**src/common/ctap_pkg.sv**
```systemverilog
`default_nettype none
package ctap_pkg;
  // ----------------------------------------
  // Bus geometry
  // ----------------------------------------
  localparam int ADDR_W = 7;
  localparam int DATA_W = 16;
  localparam int SLOTS  = 4;

  // ----------------------------------------
  // Register offsets (byte addresses)
  // ----------------------------------------
  localparam logic [6:0] OFF_COUNTER   = 7'h00;
  localparam logic [6:0] OFF_PHASE     = 7'h04;
  localparam logic [6:0] OFF_SLOT1     = 7'h08;
  localparam logic [6:0] OFF_SLOT2     = 7'h0C;
  localparam logic [6:0] OFF_SLOT3     = 7'h10;
  localparam logic [6:0] OFF_SLOT4     = 7'h14;
  localparam logic [6:0] OFF_CTL1      = 7'h28;
  localparam logic [6:0] OFF_CTL2      = 7'h2A;
  localparam logic [6:0] OFF_INT_EN    = 7'h2C;
  localparam logic [6:0] OFF_INT_FLAGS = 7'h2E;
  localparam logic [6:0] OFF_INT_CLEAR = 7'h30;
  localparam logic [6:0] OFF_INT_FORCE = 7'h32;
  localparam logic [6:0] OFF_REVISION  = 7'h5C;
  localparam logic [6:0] WORD_MASK     = 7'h7C;

  // ----------------------------------------
  // Field positions and reset values
  // ----------------------------------------
  localparam int CTL1_POL_BASE = 0;
  localparam int CTL1_RST_BASE = 1;
  localparam int CTL1_STRIDE   = 2;
  localparam int BIT_LOAD_EN   = 8;
  localparam int BIT_RUN       = 4;
  localparam int BIT_SYNC_EN   = 5;
  localparam int BIT_SW_SYNC   = 8;
  localparam int BIT_PWM_MODE  = 9;
  localparam int BIT_OUT_POL   = 10;
  localparam int WRAP_LO       = 1;
  localparam int FLG_EVT_BASE  = 1;
  localparam int FLG_OVF       = 5;
  localparam int FLG_PRD       = 6;
  localparam int FLG_CMP       = 7;
  localparam logic [15:0] CTL1_RESET = 16'h0000;
  localparam logic [15:0] CTL2_RESET = 16'h0006;
  localparam logic [15:0] CTL2_WMASK = 16'h0636;
  localparam logic [15:0] FLG_MASK   = 16'h00FE;
  // Arbitrary revision value
  localparam logic [31:0] REVISION_DEFAULT = 32'h0000_0A5A;

  // ----------------------------------------
  // Carriers and state
  // ----------------------------------------
  typedef struct packed {
    logic [6:0]  addr;
    logic [15:0] wdata;
    logic        wr;
    logic        rd;
  } ctap_bus_req_t;

  typedef struct packed {
    logic [31:0]            counter;
    logic [31:0]            phase;
    logic [3:0][31:0]       slot;
    logic [15:0]            ctl1;
    logic [15:0]            ctl2;
    logic [15:0]            int_en;
    logic [15:0]            flags;
    logic [15:0]            rdata;
    logic [1:0]             seq;
    logic                   shadowed;
    logic                   irq;
  } ctap_core_state_t;

  typedef struct packed {
    logic prev;
    logic rise;
    logic fall;
  } ctap_edge_state_t;

  typedef struct packed {
    logic level;
  } ctap_pwm_state_t;
endpackage
`default_nettype wire

```
**src/core/ctap_core.sv**
```systemverilog
// The strobed register port is this design's own decision.
`timescale 1ns/1ps
`default_nettype none
// Function
// - Each 32-bit register splits into two 16-bit halves, low half at the even lower address.
// - In PWM mode a write to the period or compare slot also lands in its shadow slot.
// - In PWM mode a write to a shadow slot selects shadowed updating.
// - Counter, phase and the four capture slots decode at 0h, 4h, 8h, Ch, 10h and 14h.
// - Controls decode at 28h and 2Ah, interrupt registers at 2Ch to 32h, revision at 5Ch.
// - The time-stamp counter is 32 bits, read-write, resets to zero and times every capture.
// - The phase value is copied into the counter on a sync input event or a software sync.
// - A capture event loads the counter into the slot the sequencer points at, then the sequencer advances.
// - Software may write each capture slot directly and the value is stored.
// - In PWM mode the first slot is the active period.
// - In PWM mode the second slot is the active compare that sets the output edge.
// - The third slot holds time-stamps in capture mode and is the period shadow in PWM mode.
// - The fourth slot holds time-stamps in capture mode and is the compare shadow in PWM mode.
// - Slots load on events only while capture load enable is set.
// - Active-high polarity makes compare the high time, active-low makes it the low time.
module ctap_core
#(
  parameter logic [31:0] REVISION = ctap_pkg::REVISION_DEFAULT
)
(
  input  wire logic                   clock,
  input  wire logic                   reset_n,
  input  wire ctap_pkg::ctap_bus_req_t bus_req,
  input  wire logic                   capture_input,
  input  wire logic                   sync_input_event,
  output var  logic [15:0]            read_data,
  output var  logic                   irq,
  output var  logic                   pwm_output
);
  import ctap_pkg::*;

  ctap_core_state_t st;
  ctap_core_state_t next_st;

  logic [SLOTS-1:0] slot_hit;
  logic [SLOTS-1:0] pol_vec;
  logic [SLOTS-1:0] rst_vec;
  logic             rise;
  logic             fall;
  logic             pwm_mode;
  logic             half;
  logic [6:0]       word_addr;
  logic             prd_match;
  logic             evt;
  logic             sw_sync;
  logic [31:0]      word;

  // ----------------------------------------
  // Input edges
  // ----------------------------------------
  ctap_edge u_edge
  (
    .clock   (clock),
    .reset_n (reset_n),
    .sample  (capture_input),
    .rise    (rise),
    .fall    (fall)
  );

  // ----------------------------------------
  // Per-slot decode and event fields
  // ----------------------------------------
  genvar g;
  generate
    for (g = 0; g < SLOTS; g++)
    begin : g_slot
      assign slot_hit[g] = bus_req.wr
        && (bus_req.addr[6:2] == OFF_SLOT1[6:2] + 5'(g));
      assign pol_vec[g] = st.ctl1[CTL1_POL_BASE + CTL1_STRIDE * g];
      assign rst_vec[g] = st.ctl1[CTL1_RST_BASE + CTL1_STRIDE * g];
    end
  endgenerate

  function automatic logic [31:0] put_half(logic [31:0] v, logic hi, logic [15:0] d);
    put_half = hi ? {d, v[15:0]} : {v[31:16], d};
  endfunction

  assign pwm_mode  = st.ctl2[BIT_PWM_MODE];
  assign half      = bus_req.addr[1];
  assign word_addr = bus_req.addr & WORD_MASK;
  assign prd_match = pwm_mode && (st.counter == st.slot[0]);
  assign evt       = !pwm_mode && (pol_vec[st.seq] ? fall : rise);
  assign sw_sync   = bus_req.wr && word_addr == (OFF_CTL2 & WORD_MASK) && half
                     && bus_req.wdata[BIT_SW_SYNC];

  // ----------------------------------------
  // Read mux
  // ----------------------------------------
  always_comb
  begin
    case (word_addr)
      OFF_COUNTER:               word = st.counter;
      OFF_PHASE:                 word = st.phase;
      OFF_SLOT1:                 word = st.slot[0];
      OFF_SLOT2:                 word = st.slot[1];
      OFF_SLOT3:                 word = st.slot[2];
      OFF_SLOT4:                 word = st.slot[3];
      OFF_CTL1:                  word = {st.ctl2, st.ctl1};
      OFF_INT_EN:                word = {st.flags, st.int_en};
      OFF_REVISION:              word = REVISION;
      default:                   word = '0;
    endcase
  end

  // ----------------------------------------
  // Next state
  // ----------------------------------------
  always_comb
  begin
    next_st       = st;
    next_st.rdata = '0;
    if (bus_req.rd)
      next_st.rdata = half ? word[31:16] : word[15:0];

    // Clear first so a same-cycle event wins
    if (bus_req.wr && word_addr == (OFF_INT_CLEAR & WORD_MASK) && !half)
      next_st.flags = st.flags & ~bus_req.wdata;
    if (bus_req.wr && word_addr == (OFF_INT_FORCE & WORD_MASK) && half)
      next_st.flags = next_st.flags | (bus_req.wdata & FLG_MASK);

    // Time base
    if (st.ctl2[BIT_RUN])
    begin
      if (prd_match)
      begin
        next_st.counter        = '0;
        next_st.flags[FLG_PRD] = 1'b1;
      end
      else
      begin
        next_st.counter = st.counter + 32'h0000_0001;
      end
      if (!pwm_mode && &st.counter)
        next_st.flags[FLG_OVF] = 1'b1;
    end
    if (pwm_mode && st.counter == st.slot[1])
      next_st.flags[FLG_CMP] = 1'b1;

    // Shadow transfer only at period, so a cycle is never cut short
    if (prd_match && st.shadowed)
    begin
      next_st.slot[0] = st.slot[2];
      next_st.slot[1] = st.slot[3];
    end

    // Capture sequencer
    if (evt)
    begin
      if (st.ctl1[BIT_LOAD_EN])
        next_st.slot[st.seq] = st.counter;
      next_st.flags[FLG_EVT_BASE + 32'(st.seq)] = 1'b1;
      if (rst_vec[st.seq])
        next_st.counter = '0;
      if (st.seq == st.ctl2[WRAP_LO +: 2])
        next_st.seq = '0;
      else
        next_st.seq = st.seq + 2'h1;
    end

    // Phase load
    if ((sync_input_event && st.ctl2[BIT_SYNC_EN]) || sw_sync)
      next_st.counter = st.phase;

    // Software writes take priority over hardware updates
    if (bus_req.wr && word_addr == OFF_COUNTER)
      next_st.counter = put_half(st.counter, half, bus_req.wdata);
    if (bus_req.wr && word_addr == OFF_PHASE)
      next_st.phase = put_half(st.phase, half, bus_req.wdata);
    for (int k = 0; k < SLOTS; k++)
    begin
      if (slot_hit[k])
      begin
        next_st.slot[k] = put_half(st.slot[k], half, bus_req.wdata);
        if (pwm_mode && k < 2)
        begin
          next_st.slot[k ^ 2] = put_half(st.slot[k], half, bus_req.wdata);
          next_st.shadowed    = 1'b0;
        end
        else if (pwm_mode)
        begin
          next_st.shadowed = 1'b1;
        end
      end
    end
    if (bus_req.wr && word_addr == (OFF_CTL1 & WORD_MASK))
    begin
      if (half)
        next_st.ctl2 = bus_req.wdata & CTL2_WMASK;
      else
        next_st.ctl1 = bus_req.wdata;
    end
    if (bus_req.wr && word_addr == (OFF_INT_EN & WORD_MASK) && !half)
      next_st.int_en = bus_req.wdata & FLG_MASK;

    next_st.irq = |(next_st.flags & next_st.int_en);
  end

  always_ff @(posedge clock or negedge reset_n)
  begin
    if (!reset_n)
    begin
      st      <= '0;
      st.ctl1 <= CTL1_RESET;
      st.ctl2 <= CTL2_RESET;
    end
    else
    begin
      st <= next_st;
    end
  end

  // ----------------------------------------
  // PWM output
  // ----------------------------------------
  ctap_pwm u_pwm
  (
    .clock       (clock),
    .reset_n     (reset_n),
    .enable      (pwm_mode),
    .active_high (!st.ctl2[BIT_OUT_POL]),
    .counter     (st.counter),
    .compare     (st.slot[1]),
    .level       (pwm_output)
  );

  assign read_data = st.rdata;
  assign irq       = st.irq;

  // ----------------------------------------
  // Checks
  // ----------------------------------------
  a_shadow_copy_one: assert property (@(posedge clock) disable iff (!reset_n)
    pwm_mode && slot_hit[0] && !half |=> st.slot[2][15:0] == st.slot[0][15:0])
    else $error("period write not copied to shadow");

  a_shadow_select: assert property (@(posedge clock) disable iff (!reset_n)
    pwm_mode && (slot_hit[2] || slot_hit[3]) |=> st.shadowed)
    else $error("shadow write did not select shadow mode");

  a_phase_load: assert property (@(posedge clock) disable iff (!reset_n)
    sw_sync && !(bus_req.wr && word_addr == OFF_COUNTER)
    |=> st.counter == $past(st.phase))
    else $error("phase not loaded on software sync");

  a_capture_load: assert property (@(posedge clock) disable iff (!reset_n)
    evt && st.ctl1[BIT_LOAD_EN] && st.seq == 2'h0 && !slot_hit[0]
    |=> st.slot[0] == $past(st.counter))
    else $error("capture slot not loaded");

  a_load_gated: assert property (@(posedge clock) disable iff (!reset_n)
    evt && !st.ctl1[BIT_LOAD_EN] && !bus_req.wr |=> $stable(st.slot))
    else $error("slot changed with load disabled");

  a_slot_write: assert property (@(posedge clock) disable iff (!reset_n)
    slot_hit[1] && half |=> st.slot[1][31:16] == $past(bus_req.wdata))
    else $error("slot write not stored");

  a_period_transfer: assert property (@(posedge clock) disable iff (!reset_n)
    prd_match && st.shadowed && !(|slot_hit) |=> st.slot[0] == $past(st.slot[2]))
    else $error("shadow period not transferred");

  a_read_counter: assert property (@(posedge clock) disable iff (!reset_n)
    bus_req.rd && bus_req.addr == OFF_COUNTER
    |=> read_data == $past(st.counter[15:0]) ##1 read_data == 16'h0000)
    else $error("counter read data wrong");

  a_counter_reset: assert property (@(posedge clock)
    $rose(reset_n) |-> st.counter == 32'h0000_0000)
    else $error("counter not zero after reset");

  // ----------------------------------------
  // Shadow, counter, sequencer, flag and output checks
  // ----------------------------------------
  a_shadow_copy_two: assert property (@(posedge clock) disable iff (!reset_n)
    pwm_mode && slot_hit[1] && half |=> st.slot[3][31:16] == st.slot[1][31:16])
    else $error("compare write not copied to shadow");

  a_active_write: assert property (@(posedge clock) disable iff (!reset_n)
    pwm_mode && (slot_hit[0] || slot_hit[1]) |=> !st.shadowed)
    else $error("active write did not select immediate mode");

  a_compare_transfer: assert property (@(posedge clock) disable iff (!reset_n)
    prd_match && st.shadowed && !(|slot_hit) |=> st.slot[1] == $past(st.slot[3]))
    else $error("shadow compare not transferred");

  // Captures are refused in PWM mode, so only writes or transfers move slots
  a_pwm_no_capture: assert property (@(posedge clock) disable iff (!reset_n)
    pwm_mode && !prd_match && !bus_req.wr |=> $stable(st.slot))
    else $error("slot changed in pwm mode without write");

  a_period_wrap: assert property (@(posedge clock) disable iff (!reset_n)
    st.ctl2[BIT_RUN] && prd_match && !bus_req.wr && !sync_input_event
    |=> st.counter == 32'h0000_0000)
    else $error("counter did not wrap at period");

  // Conservative: any event, sync pulse or write may move the counter
  a_counter_count: assert property (@(posedge clock) disable iff (!reset_n)
    st.ctl2[BIT_RUN] && !prd_match && !evt && !sync_input_event && !bus_req.wr
    |=> st.counter == $past(st.counter) + 32'h0000_0001)
    else $error("counter did not advance");

  a_overflow_flag: assert property (@(posedge clock) disable iff (!reset_n)
    st.ctl2[BIT_RUN] && !pwm_mode && &st.counter |=> st.flags[FLG_OVF])
    else $error("overflow flag not set");

  a_sync_input_load: assert property (@(posedge clock) disable iff (!reset_n)
    sync_input_event && st.ctl2[BIT_SYNC_EN] && !bus_req.wr
    |=> st.counter == $past(st.phase))
    else $error("phase not loaded on sync input");

  a_counter_hold: assert property (@(posedge clock) disable iff (!reset_n)
    !st.ctl2[BIT_RUN] && !st.ctl2[BIT_SYNC_EN] && !evt && !bus_req.wr
    |=> $stable(st.counter))
    else $error("stopped counter moved");

  a_capture_reset: assert property (@(posedge clock) disable iff (!reset_n)
    evt && rst_vec[st.seq] && !bus_req.wr && !(sync_input_event && st.ctl2[BIT_SYNC_EN])
    |=> st.counter == 32'h0000_0000)
    else $error("counter not reset after event");

  a_seq_wrap: assert property (@(posedge clock) disable iff (!reset_n)
    evt && st.seq == st.ctl2[WRAP_LO +: 2] |=> st.seq == 2'h0)
    else $error("sequencer did not wrap");

  a_pwm_off: assert property (@(posedge clock) disable iff (!reset_n)
    !pwm_mode |=> !pwm_output)
    else $error("pwm output high outside pwm mode");

  a_read_idle: assert property (@(posedge clock) disable iff (!reset_n)
    !bus_req.rd |=> read_data == 16'h0000)
    else $error("read data not zero when idle");

  a_flag_clear: assert property (@(posedge clock) disable iff (!reset_n)
    bus_req.wr && word_addr == (OFF_INT_CLEAR & WORD_MASK) && !half && !evt
    && !st.ctl2[BIT_RUN] && !pwm_mode |=> (st.flags & $past(bus_req.wdata)) == 16'h0000)
    else $error("flag clear lost");

  // Level output, so it must track flags and enable on every cycle
  a_irq_level: assert property (@(posedge clock) disable iff (!reset_n)
    irq == |(st.flags & st.int_en))
    else $error("irq does not match flags and enable");
endmodule // ctap_core
`default_nettype wire

```
**src/core/ctap_edge.sv**
```systemverilog
`timescale 1ns/1ps
`default_nettype none
module ctap_edge
(
  input  wire logic clock,
  input  wire logic reset_n,
  input  wire logic sample,
  output var  logic rise,
  output var  logic fall
);
  import ctap_pkg::*;

  ctap_edge_state_t st;
  ctap_edge_state_t next_st;

  // ----------------------------------------
  // Edge detection
  // ----------------------------------------
  always_comb
  begin
    next_st      = st;
    next_st.prev = sample;
    next_st.rise = sample && !st.prev;
    next_st.fall = !sample && st.prev;
  end

  always_ff @(posedge clock or negedge reset_n)
  begin
    if (!reset_n)
      st <= '0;
    else
      st <= next_st;
  end

  assign rise = st.rise;
  assign fall = st.fall;
endmodule // ctap_edge
`default_nettype wire

```
**src/core/ctap_pwm.sv**
```systemverilog
`timescale 1ns/1ps
`default_nettype none
module ctap_pwm
(
  input  wire logic        clock,
  input  wire logic        reset_n,
  input  wire logic        enable,
  input  wire logic        active_high,
  input  wire logic [31:0] counter,
  input  wire logic [31:0] compare,
  output var  logic        level
);
  import ctap_pkg::*;

  ctap_pwm_state_t st;
  ctap_pwm_state_t next_st;

  // ----------------------------------------
  // Output level
  // ----------------------------------------
  always_comb
  begin
    next_st = st;
    // Compare gives the active time for either polarity
    next_st.level = enable && ((counter < compare) == active_high);
  end

  always_ff @(posedge clock or negedge reset_n)
  begin
    if (!reset_n)
      st <= '0;
    else
      st <= next_st;
  end

  assign level = st.level;

  a_pwm_low_time: assert property (@(posedge clock) disable iff (!reset_n)
    enable && !active_high && counter < compare |=> !level)
    else $error("pwm not low during compare time");
endmodule // ctap_pwm
`default_nettype wire

```
**config.mk**
```make
export PLATFORM = sky130hd
export DESIGN_NAME = ctap_core
export DESIGN_NICKNAME = d
export VERILOG_FILES = /design/src/common/ctap_pkg.sv /design/src/core/ctap_core.sv /design/src/core/ctap_edge.sv /design/src/core/ctap_pwm.sv
export SDC_FILE = /design/constraint.sdc
export NUM_CORES = 1
export LEC_CHECK = 0
export BUFFER_PORTS_ARGS = -buffer_cell sky130_fd_sc_hd__buf_2
export CAP_MARGIN = 5
export CELL_PAD_IN_SITES_DETAIL_PLACEMENT = 0
export CELL_PAD_IN_SITES_GLOBAL_PLACEMENT = 1
export CORE_MARGIN = 2
export CORE_UTILIZATION = 54
export CTS_BUF_LIST = sky130_fd_sc_hd__clkbuf_16
export DETAILED_ROUTE_END_ITERATION = 10
export GPL_TIMING_DRIVEN = 0
export MAX_ROUTING_LAYER = met4
export PLACE_DENSITY = 0.92
export SLEW_MARGIN = 25
export SYNTH_ARGS = -nofsm -noshare
export SYNTH_HDL_FRONTEND = slang
export SYNTH_HIERARCHICAL = 1
export SYNTH_SLANG_ARGS = --single-unit
```
**constraint.sdc**
```tcl
create_clock -name clock -period 6.32 [get_ports clock]
set_input_delay 0.948 -clock clock [delete_from_list [all_inputs] [get_ports clock]]
set_output_delay 0.948 -clock clock [all_outputs]
set_load 0.005 [all_outputs]
```
==> results of run 1 <==
cell usage after synthesis, types with 34 or more instances:
master    instances
nand2_1         193
dfrtp_1         268
a21oi_1         102
inv_1            47
ha_1             38
xor2_1           49
o21ai_0          60
mux2_2           68
clkbuf_1        165
a22oi_1          52
mux2i_1         111
nor2_1           89
a31oi_1          52
o221a_2          34
o221ai_1         78
xnor2_1          48
area by class of cell:
| cell class | instances | area share (%) |
|---|---|---|
| multi-input combinational | 1355 | 50.1 |
| clock buffer | 34 | 4.34 |
| tap | 442 | 2.82 |
| buffer | 213 | 4.71 |
| antenna | 1 | 0.0128 |
| timing repair buffer | 47 | 1.61 |
| sequential | 270 | 34.5 |
| inverter | 48 | 0.920 |
| clock inverter | 25 | 0.932 |
worst reg2reg max path: cells and delay by family, from the launching register on:
kind            cells  cell delay (ps)
compound gates      1              230
flops               1              460
buf+inv             1              740
simple gates        4             2390
xor+xnor            1              530
sequential cells by signal, summed over array words and instances (netlist names), named ones only:
signal       flops
u_edge/st        1
u_edge/rise      1
rst_vec          4
u_edge/fall      1
irq              1
pwm_mode         1
read_data       16
st             239
u_pwm/level      1
pol_vec          4
cell families (layout without fill, tap and decap cells):
group	count (synthesis)	count (layout)	synth area share, %
xor gates and xnor gates	97	97	4.81
other	0	1	0
muxes	183	183	11.1
adders and majority gates	38	38	2.69
AOI/OAI and AO/OA	573	573	24.4
buffers and inverters	261	367	6.22
and+or+nand+nor	464	464	12.5
DFF	270	270	38.3
layer usage:
metal	vias to the layer above	share of wire, %	wire [microns]
li1	7265	-	-
met1	8778	36	31800
met2	1800	39	34500
met3	505	16	14500
met4	0	9.6	8550
met5	-	0	0
power by group through the flow:
stage,Sequential (mW),Clock [mW],Combinational [mW]
4_1_cts,2.73,1.87,1.99
3_3_place_gp,2.75,0,1.93
2_1_floorplan,2.44,0,1.32
6_report,2.81,1.89,2.09
3_5_place_dp,2.76,0,1.98
5_1_grt,2.80,1.94,2.19
per-stage QoR:
step           util, %  hold slack [ps]  setup TNS (ps)
2_1_floorplan        -              396               0
4_1_cts           60.4              358               0
6_report          60.5              342               0
5_1_grt           60.5              387               0
3_5_place_dp      57.2              429               0
3_3_place_gp      56.9              404         -224110
worst paths after layout:
path	start	end	cells after the start
setup / recovery	bus_req[21]	st[261]	10
hold / removal	reset_n	st[213]	1
hold reg to reg	u_edge/st[2]	u_edge/rise	1
max in group asynchronous	reset_n	st[239]	2
min in group clock	u_edge/st[2]	u_edge/rise	1
setup reg to reg	st[86]	st[244]	7
==> results.py, run 1 <==
metrics = {
    "sta": {
        "relSlewSlack_pct": 14.9,
        "worst_pin_slew_ps": 1280,
        "fin_crit_ps": 4560,
        "finalWorstSetupSlack_ps": 1760,
        "setup_violations": 0,
        "drv_slew": 0,
        "rsz0062_at_grt": "false",
        "hold_viol": 0,
        "finalClockSkew_ps": 26.6,
        "fmax_mhz": 219,
        "fin_crit_sh_pct": 72.2,
    },
    "setup_path": {
        "crit_top_cell": "clkbuf_1",
        "startpoint_type": "input pin",
        "r2r_slack_ps": 1780,
        "critPathKind": "input pin to register",
        "crit_path_end_kind": "register",
        "max_stage_delay_ps": 780,
        "crit_buf_inv": 4,
        "critPathSlowestCell": "a21oi_2",
        "arrival_ps": 5000,
        "critPathMaxFanout": 10,
        "crit_chain": "buf_2 > clkbuf_1 > nor2b_1 > and3_1 > clkbuf_1 > a22oi_1 > a21oi_2 > clkbuf_1 > a21oi_1 > o21ai_0",
        "cp.required_ps": 6760,
        "crit_family": "buffers and inverters",
    },
    "detailed_routing": {
        "wirelength_microns": 89400,
        "vias_per_cell": 7.54,
        "post_drt_wl_per_cell_microns": 36.7,
        "postRouteAntennaNets": 0,
        "first_pass_iters": 9,
        "initialDrtViolationCount": 3469,
        "drt_drc_violations_left": 0,
        "vias": 18300,
    },
    "global_route": {
        "use_met1_pct": 67.3,
        "grt_pass1_vias": 17200,
        "grt_overflow": 0,
        "antenna_found_initial": 2,
        "met2_usage_pct": 69.6,
        "grt_pass1_wl_microns": 125000,
        "track_usage_pct": 54.1,
        "grt_max_degree": 95,
        "top_usage_layer": "met2",
        "use_met3_pct": 22.5,
    },
    "synth": {
        "ys_types": 75,
        "synth-main-ff-cell": "dfrtp_1",
        "syn_inst": 1886,
        "syn_area_per_cell_sq_um": 9.36,
        "ys_seq_area_share_pct": 38.3,
        "synth-seq-cells": 270,
        "yosysTopAreaCell": "dfrtp_1",
        "synthArstFlopShare_pct": 100,
        "synth-edff-count": 0,
        "yosysTopAreaCellShare_pct": 38.0,
        "syn_area_sq_um": 17700,
        "yosysWarningCount": 6,
        "synth_fp_nets": 1953,
        "synth_area_leaders": "dfrtp_1 38%, mux2i_1 6.3%, mux2_2 4.3%",
    },
    "die": {
        "die_area_sq_um": 34200,
        "design.core.area_sq_um": 32400,
        "ios": 47,
        "fp.dieW_microns": 185,
        "die_h_microns": 185,
        "initial_core_util_pct": 54.5,
        "rows": 66,
    },
    "clock_tree": {
        "cts_tree": "done",
        "cts_setup_buffers": 0,
        "insertion_delay_ps": 550,
        "cts_made_buffers": 34,
        "htree_levels": 2,
        "cts_root_buf": "clkbuf_16",
        "cts_buffer_depth": 3,
        "cts_resized": 0,
        "postCtsHoldBufs": 0,
        "clk_pin_slew_worst_paths_ps": 60,
        "cts_sinks": 270,
    },
    "final_layout": {
        "syn_to_final_growth_pct": 11.0,
        "fillCellCount": 2878,
        "fin_area_sq_um": 19600,
        "final_nets": 2036,
        "seq_area_sq_um": 6760,
        "layoutNonFillerInstCount": 2435,
        "final_common_cell": "dfrtp_1",
        "drive_above_1_share_pct": 12.7,
        "multi_input_area_sq_um": 9820,
        "layout_common_cells": "268 x dfrtp_1, 193 x nand2_1, 160 x clkbuf_1, 111 x mux2i_1, 100 x a21oi_1",
    },
    "pwr": {
        "pwr-share-clk_pct": 27.8,
        "power_frac_comb_pct": 30.8,
        "powerDensity_nw_per_um2": 347,
        "finalPower_mw": 6.80,
        "switching_power_mw": 2.84,
        "p_leak_nw": 8.48,
        "peakVddDrop_v": 0.000263,
        "swShare_pct": 41.7,
        "p_int_mw": 3.96,
        "power_frac_seq_pct": 41.4,
    },
    "placed_design": {
        "placed_area_sq_um": 18500,
        "dp_cells": 2373,
        "place_ws_ps": 1570,
        "hpwl_microns": 65100,
        "port_buffers": 41,
        "place.gp.congestion": 1.13,
    },
    "run_status": {
        "outcome": "finished clean",
    },
    "run": {
        "cap_violations": 0,
    },
    "hold_path": {
        "hp-class": "input pin to asynchronous set/reset pin",
    },
}
Note: power is estimated with default switching activity, not from simulation.
==> run 2, diff against run 1 <==
--- a/config.mk
+++ b/config.mk
@@ -5,17 +5,18 @@
 export SDC_FILE = /design/constraint.sdc
 export NUM_CORES = 1
 export LEC_CHECK = 0
+export ABC_AREA = 1
 export BUFFER_PORTS_ARGS = -buffer_cell sky130_fd_sc_hd__buf_2
 export CAP_MARGIN = 5
 export CELL_PAD_IN_SITES_DETAIL_PLACEMENT = 0
 export CELL_PAD_IN_SITES_GLOBAL_PLACEMENT = 1
 export CORE_MARGIN = 2
-export CORE_UTILIZATION = 54
+export CORE_UTILIZATION = 42
 export CTS_BUF_LIST = sky130_fd_sc_hd__clkbuf_16
 export DETAILED_ROUTE_END_ITERATION = 10
 export GPL_TIMING_DRIVEN = 0
 export MAX_ROUTING_LAYER = met4
-export PLACE_DENSITY = 0.92
+export PLACE_DENSITY = 0.83
 export SLEW_MARGIN = 25
 export SYNTH_ARGS = -nofsm -noshare
 export SYNTH_HDL_FRONTEND = slang
==> constraint.sdc (replaced) <==
create_clock -name clock -period 4.1 [get_ports clock]
set_input_delay 0.615 -clock clock [delete_from_list [all_inputs] [get_ports clock]]
set_output_delay 0.615 -clock clock [all_outputs]
set_load 0.005 [all_outputs]
==> run 2 against run 1 <==
Against the previous run: sequential share of layout area fell by 4.4 points; count of clock-buffer cells in the layout rose by 1; critical path depth rose by 2; worst hold slack got worse by 190 ps; synthesized area rose by 15%; global-route usage fell by 4.4 points; combinational power rose to 2.9 times the previous value; cell area rose by 15%; sequential power rose by 66%; first-iteration DRC count rose by 22%; core utilization fell by 13 points; worst setup slack got worse by 1000 ps; highest routed layer unchanged.
==> results.py, run 2 <==
metrics = {
    "run_status": {
        "outcome": "finished clean",
    },
    "setup_path": {
        "crit_top_cell": "buf_2",
        "critPathMaxFanout": 10,
        "startpoint_type": "register",
        "crit_path_end_kind": "register",
        "critPathSlowestCell": "buf_2",
        "crit_chain": "buf_2 > inv_1 > nand2_1 > nand4_1 > nor2_1 > nand2_1 > nor2_4 > nand3_1 > buf_2 > buf_2 > nand3_1 > a21oi_1",
        "max_stage_delay_ps": 470,
        "critPathKind": "register to register",
        "arrival_ps": 3810,
        "cp.required_ps": 4520,
    },
    "sta": {
        "fin_setup_tns_ps": 0,
        "rsz0062_at_grt": "false",
        "worst_pin_slew_ps": 1260,
        "drv_slew": 0,
        "relSlewSlack_pct": 16.2,
        "fin_crit_ps": 3390,
        "fmax_mhz": 295,
        "hold_viol": 0,
        "finalClockSkew_ps": 29.6,
        "setup_violations": 0,
        "fin_crit_sh_pct": 82.7,
    },
    "detailed_routing": {
        "first_pass_iters": 9,
        "wirelength_microns": 121000,
        "vias": 24100,
        "postRouteAntennaNets": 0,
        "initialDrtViolationCount": 4243,
        "vias_per_cell": 6.36,
        "drt_drc_violations_left": 0,
        "post_drt_wl_per_cell_microns": 32.0,
    },
    "run": {
        "cap_violations": 0,
    },
    "final_layout": {
        "final_nets": 3211,
        "fillCellCount": 5042,
        "max_flop_register": "st",
        "syn_to_final_growth_pct": 11.0,
        "largest_reg_flops": 239,
        "layoutNonFillerInstCount": 3794,
        "drive_above_1_share_pct": 11.5,
        "final_common_cell": "nand2_1",
        "layout_common_cells": "935 x nand2_1, 314 x inv_1, 268 x dfrtp_1, 250 x o21ai_0, 245 x nor2_1",
    },
    "global_route": {
        "antenna_found_initial": 8,
        "track_usage_pct": 49.7,
        "grt_pass1_wl_microns": 169000,
        "grt_pass1_vias": 22700,
        "grt_max_degree": 95,
        "grt_overflow": 0,
    },
    "synth": {
        "synth_area_leaders": "dfrtp_1 33%, nand2_1 17%, o21ai_0 6.2%",
        "ys_types": 49,
        "syn_area_sq_um": 20200,
        "yosysWarningCount": 6,
        "ys_seq_area_share_pct": 33.4,
        "synth-seq-cells": 270,
        "syn_area_per_cell_sq_um": 6.62,
        "syn_inst": 3059,
        "yosysTopAreaCellShare_pct": 33.1,
        "synth_fp_nets": 3126,
        "yosysTopAreaCell": "dfrtp_1",
        "ys_top_cells_by_count": "935 x nand2_1, 307 x inv_1, 268 x dfrtp_1",
        "synth-edff-count": 0,
        "synthArstFlopShare_pct": 100,
        "yosysMostFrequentCell": "nand2_1",
        "synth-main-ff-cell": "dfrtp_1",
    },
    "die": {
        "die_area_sq_um": 50000,
        "die_h_microns": 224,
        "ios": 47,
        "initial_core_util_pct": 42.5,
        "design.core.area_sq_um": 47600,
        "rows": 80,
        "fp.dieW_microns": 224,
    },
    "hold_path": {
        "hp-class": "input pin to register",
    },
    "pwr": {
        "pwr-share-clk_pct": 22.4,
        "powerDensity_nw_per_um2": 621,
        "power_frac_comb_pct": 44.1,
        "swShare_pct": 49.5,
        "p_int_mw": 7.04,
        "power_frac_seq_pct": 33.5,
        "peakVddDrop_v": 0.000422,
        "switching_power_mw": 6.90,
        "p_leak_nw": 11.0,
        "finalPower_mw": 13.9,
    },
    "clock_tree": {
        "cts_root_buf": "clkbuf_16",
        "clk_pin_slew_worst_paths_ps": 60,
        "cts_made_buffers": 35,
        "cts_sinks": 270,
        "htree_levels": 2,
        "cts_tree": "done",
        "insertion_delay_ps": 600,
        "cts_buffer_depth": 3,
    },
    "placed_design": {
        "place.gp.congestion": 1.14,
        "port_buffers": 44,
        "hpwl_microns": 93000,
        "dp_cells": 3721,
    },
}
[run 2: metrics by stage]
stage | instance area (sq um) | util, % | worst slack (ps) | hold WS, ps
2_1_floorplan | 20200 | - | 2070 | 319
6_report | 22500 | 47.1 | 710 | 155
3_3_place_gp | 21200 | 44.6 | -3220 | 406
5_1_grt | 22500 | 47.1 | 764 | 163
3_5_place_dp | 21300 | 44.8 | 368 | 425
4_1_cts | 22400 | 47.1 | 904 | 143
[run 2: final timing paths]
path,from,endpoint,slack (ps),cells after the start
min in group asynchronous,reset_n,st[248],560,2
min reg2reg,u_edge/st[2],u_edge/rise,430,1
max in group asynchronous,reset_n,st[143],2250,4
max,st[271],st[244],710,12
min,capture_input,u_edge/st[2],160,1
max reg2reg,st[271],st[244],710,12
[run 2: cells by family after synthesis]
family,after synthesis,synth area share (%)
and+or+nand+nor,1545,32.8
AOI/OAI and AO/OA,612,17.7
buffers and inverters,565,12.5
DFF,270,33.4
adders and majority gates,38,2.35
xor gates and xnor gates,29,1.25
[run 2: critical path: cells and delay by family (launching register included)]
family	cells	cell delay, ps
DFF	1	370
buffers and inverters	4	1420
AOI/OAI and AO/OA	1	460
and+or+nand+nor	7	970
[run 2: cell type report]
cell class | count | area (sq um) | share of cell area [%]
Antenna cell | 8 | 20.0 | 0.0891
Buffer | 210 | 1200 | 5.33
Clock buffer | 35 | 876 | 3.90
Clock inverter | 29 | 216 | 0.964
Inverter | 355 | 1340 | 5.97
Multi-Input combinational cell | 2224 | 11000 | 48.8
Sequential cell | 270 | 6760 | 30.1
Tap cell | 615 | 769 | 3.43
Timing Repair Buffer | 48 | 323 | 1.44
[run 2: timing repair]
item / 4_1_cts / 5_1_grt
buffers inserted: 0 / 0
hold endpoints to repair: 4 / 0
hold buffers: 1 / 0
resized for setup: 0 / 0
[run 2: power by group through the flow]
stage / clock network, mW / logic (mW) / registers, mW
5_1_grt: 3.20 / 6.64 / 4.70
2_1_floorplan: 0 / 3.94 / 4.11
6_report: 3.13 / 6.15 / 4.67
3_5_place_dp: 0 / 5.88 / 4.61
3_3_place_gp: 0 / 5.76 / 4.58
4_1_cts: 3.12 / 5.91 / 4.57
[run 2: layer usage]
metal	vias to the layer above	GRT usage (%)	part of all wire (%)
met4	0	34.7	8.8
met3	523	16.9	14
met1	11500	61.9	38
met5	-	-	0
li1	10200	-	-
met2	1954	67.1	40
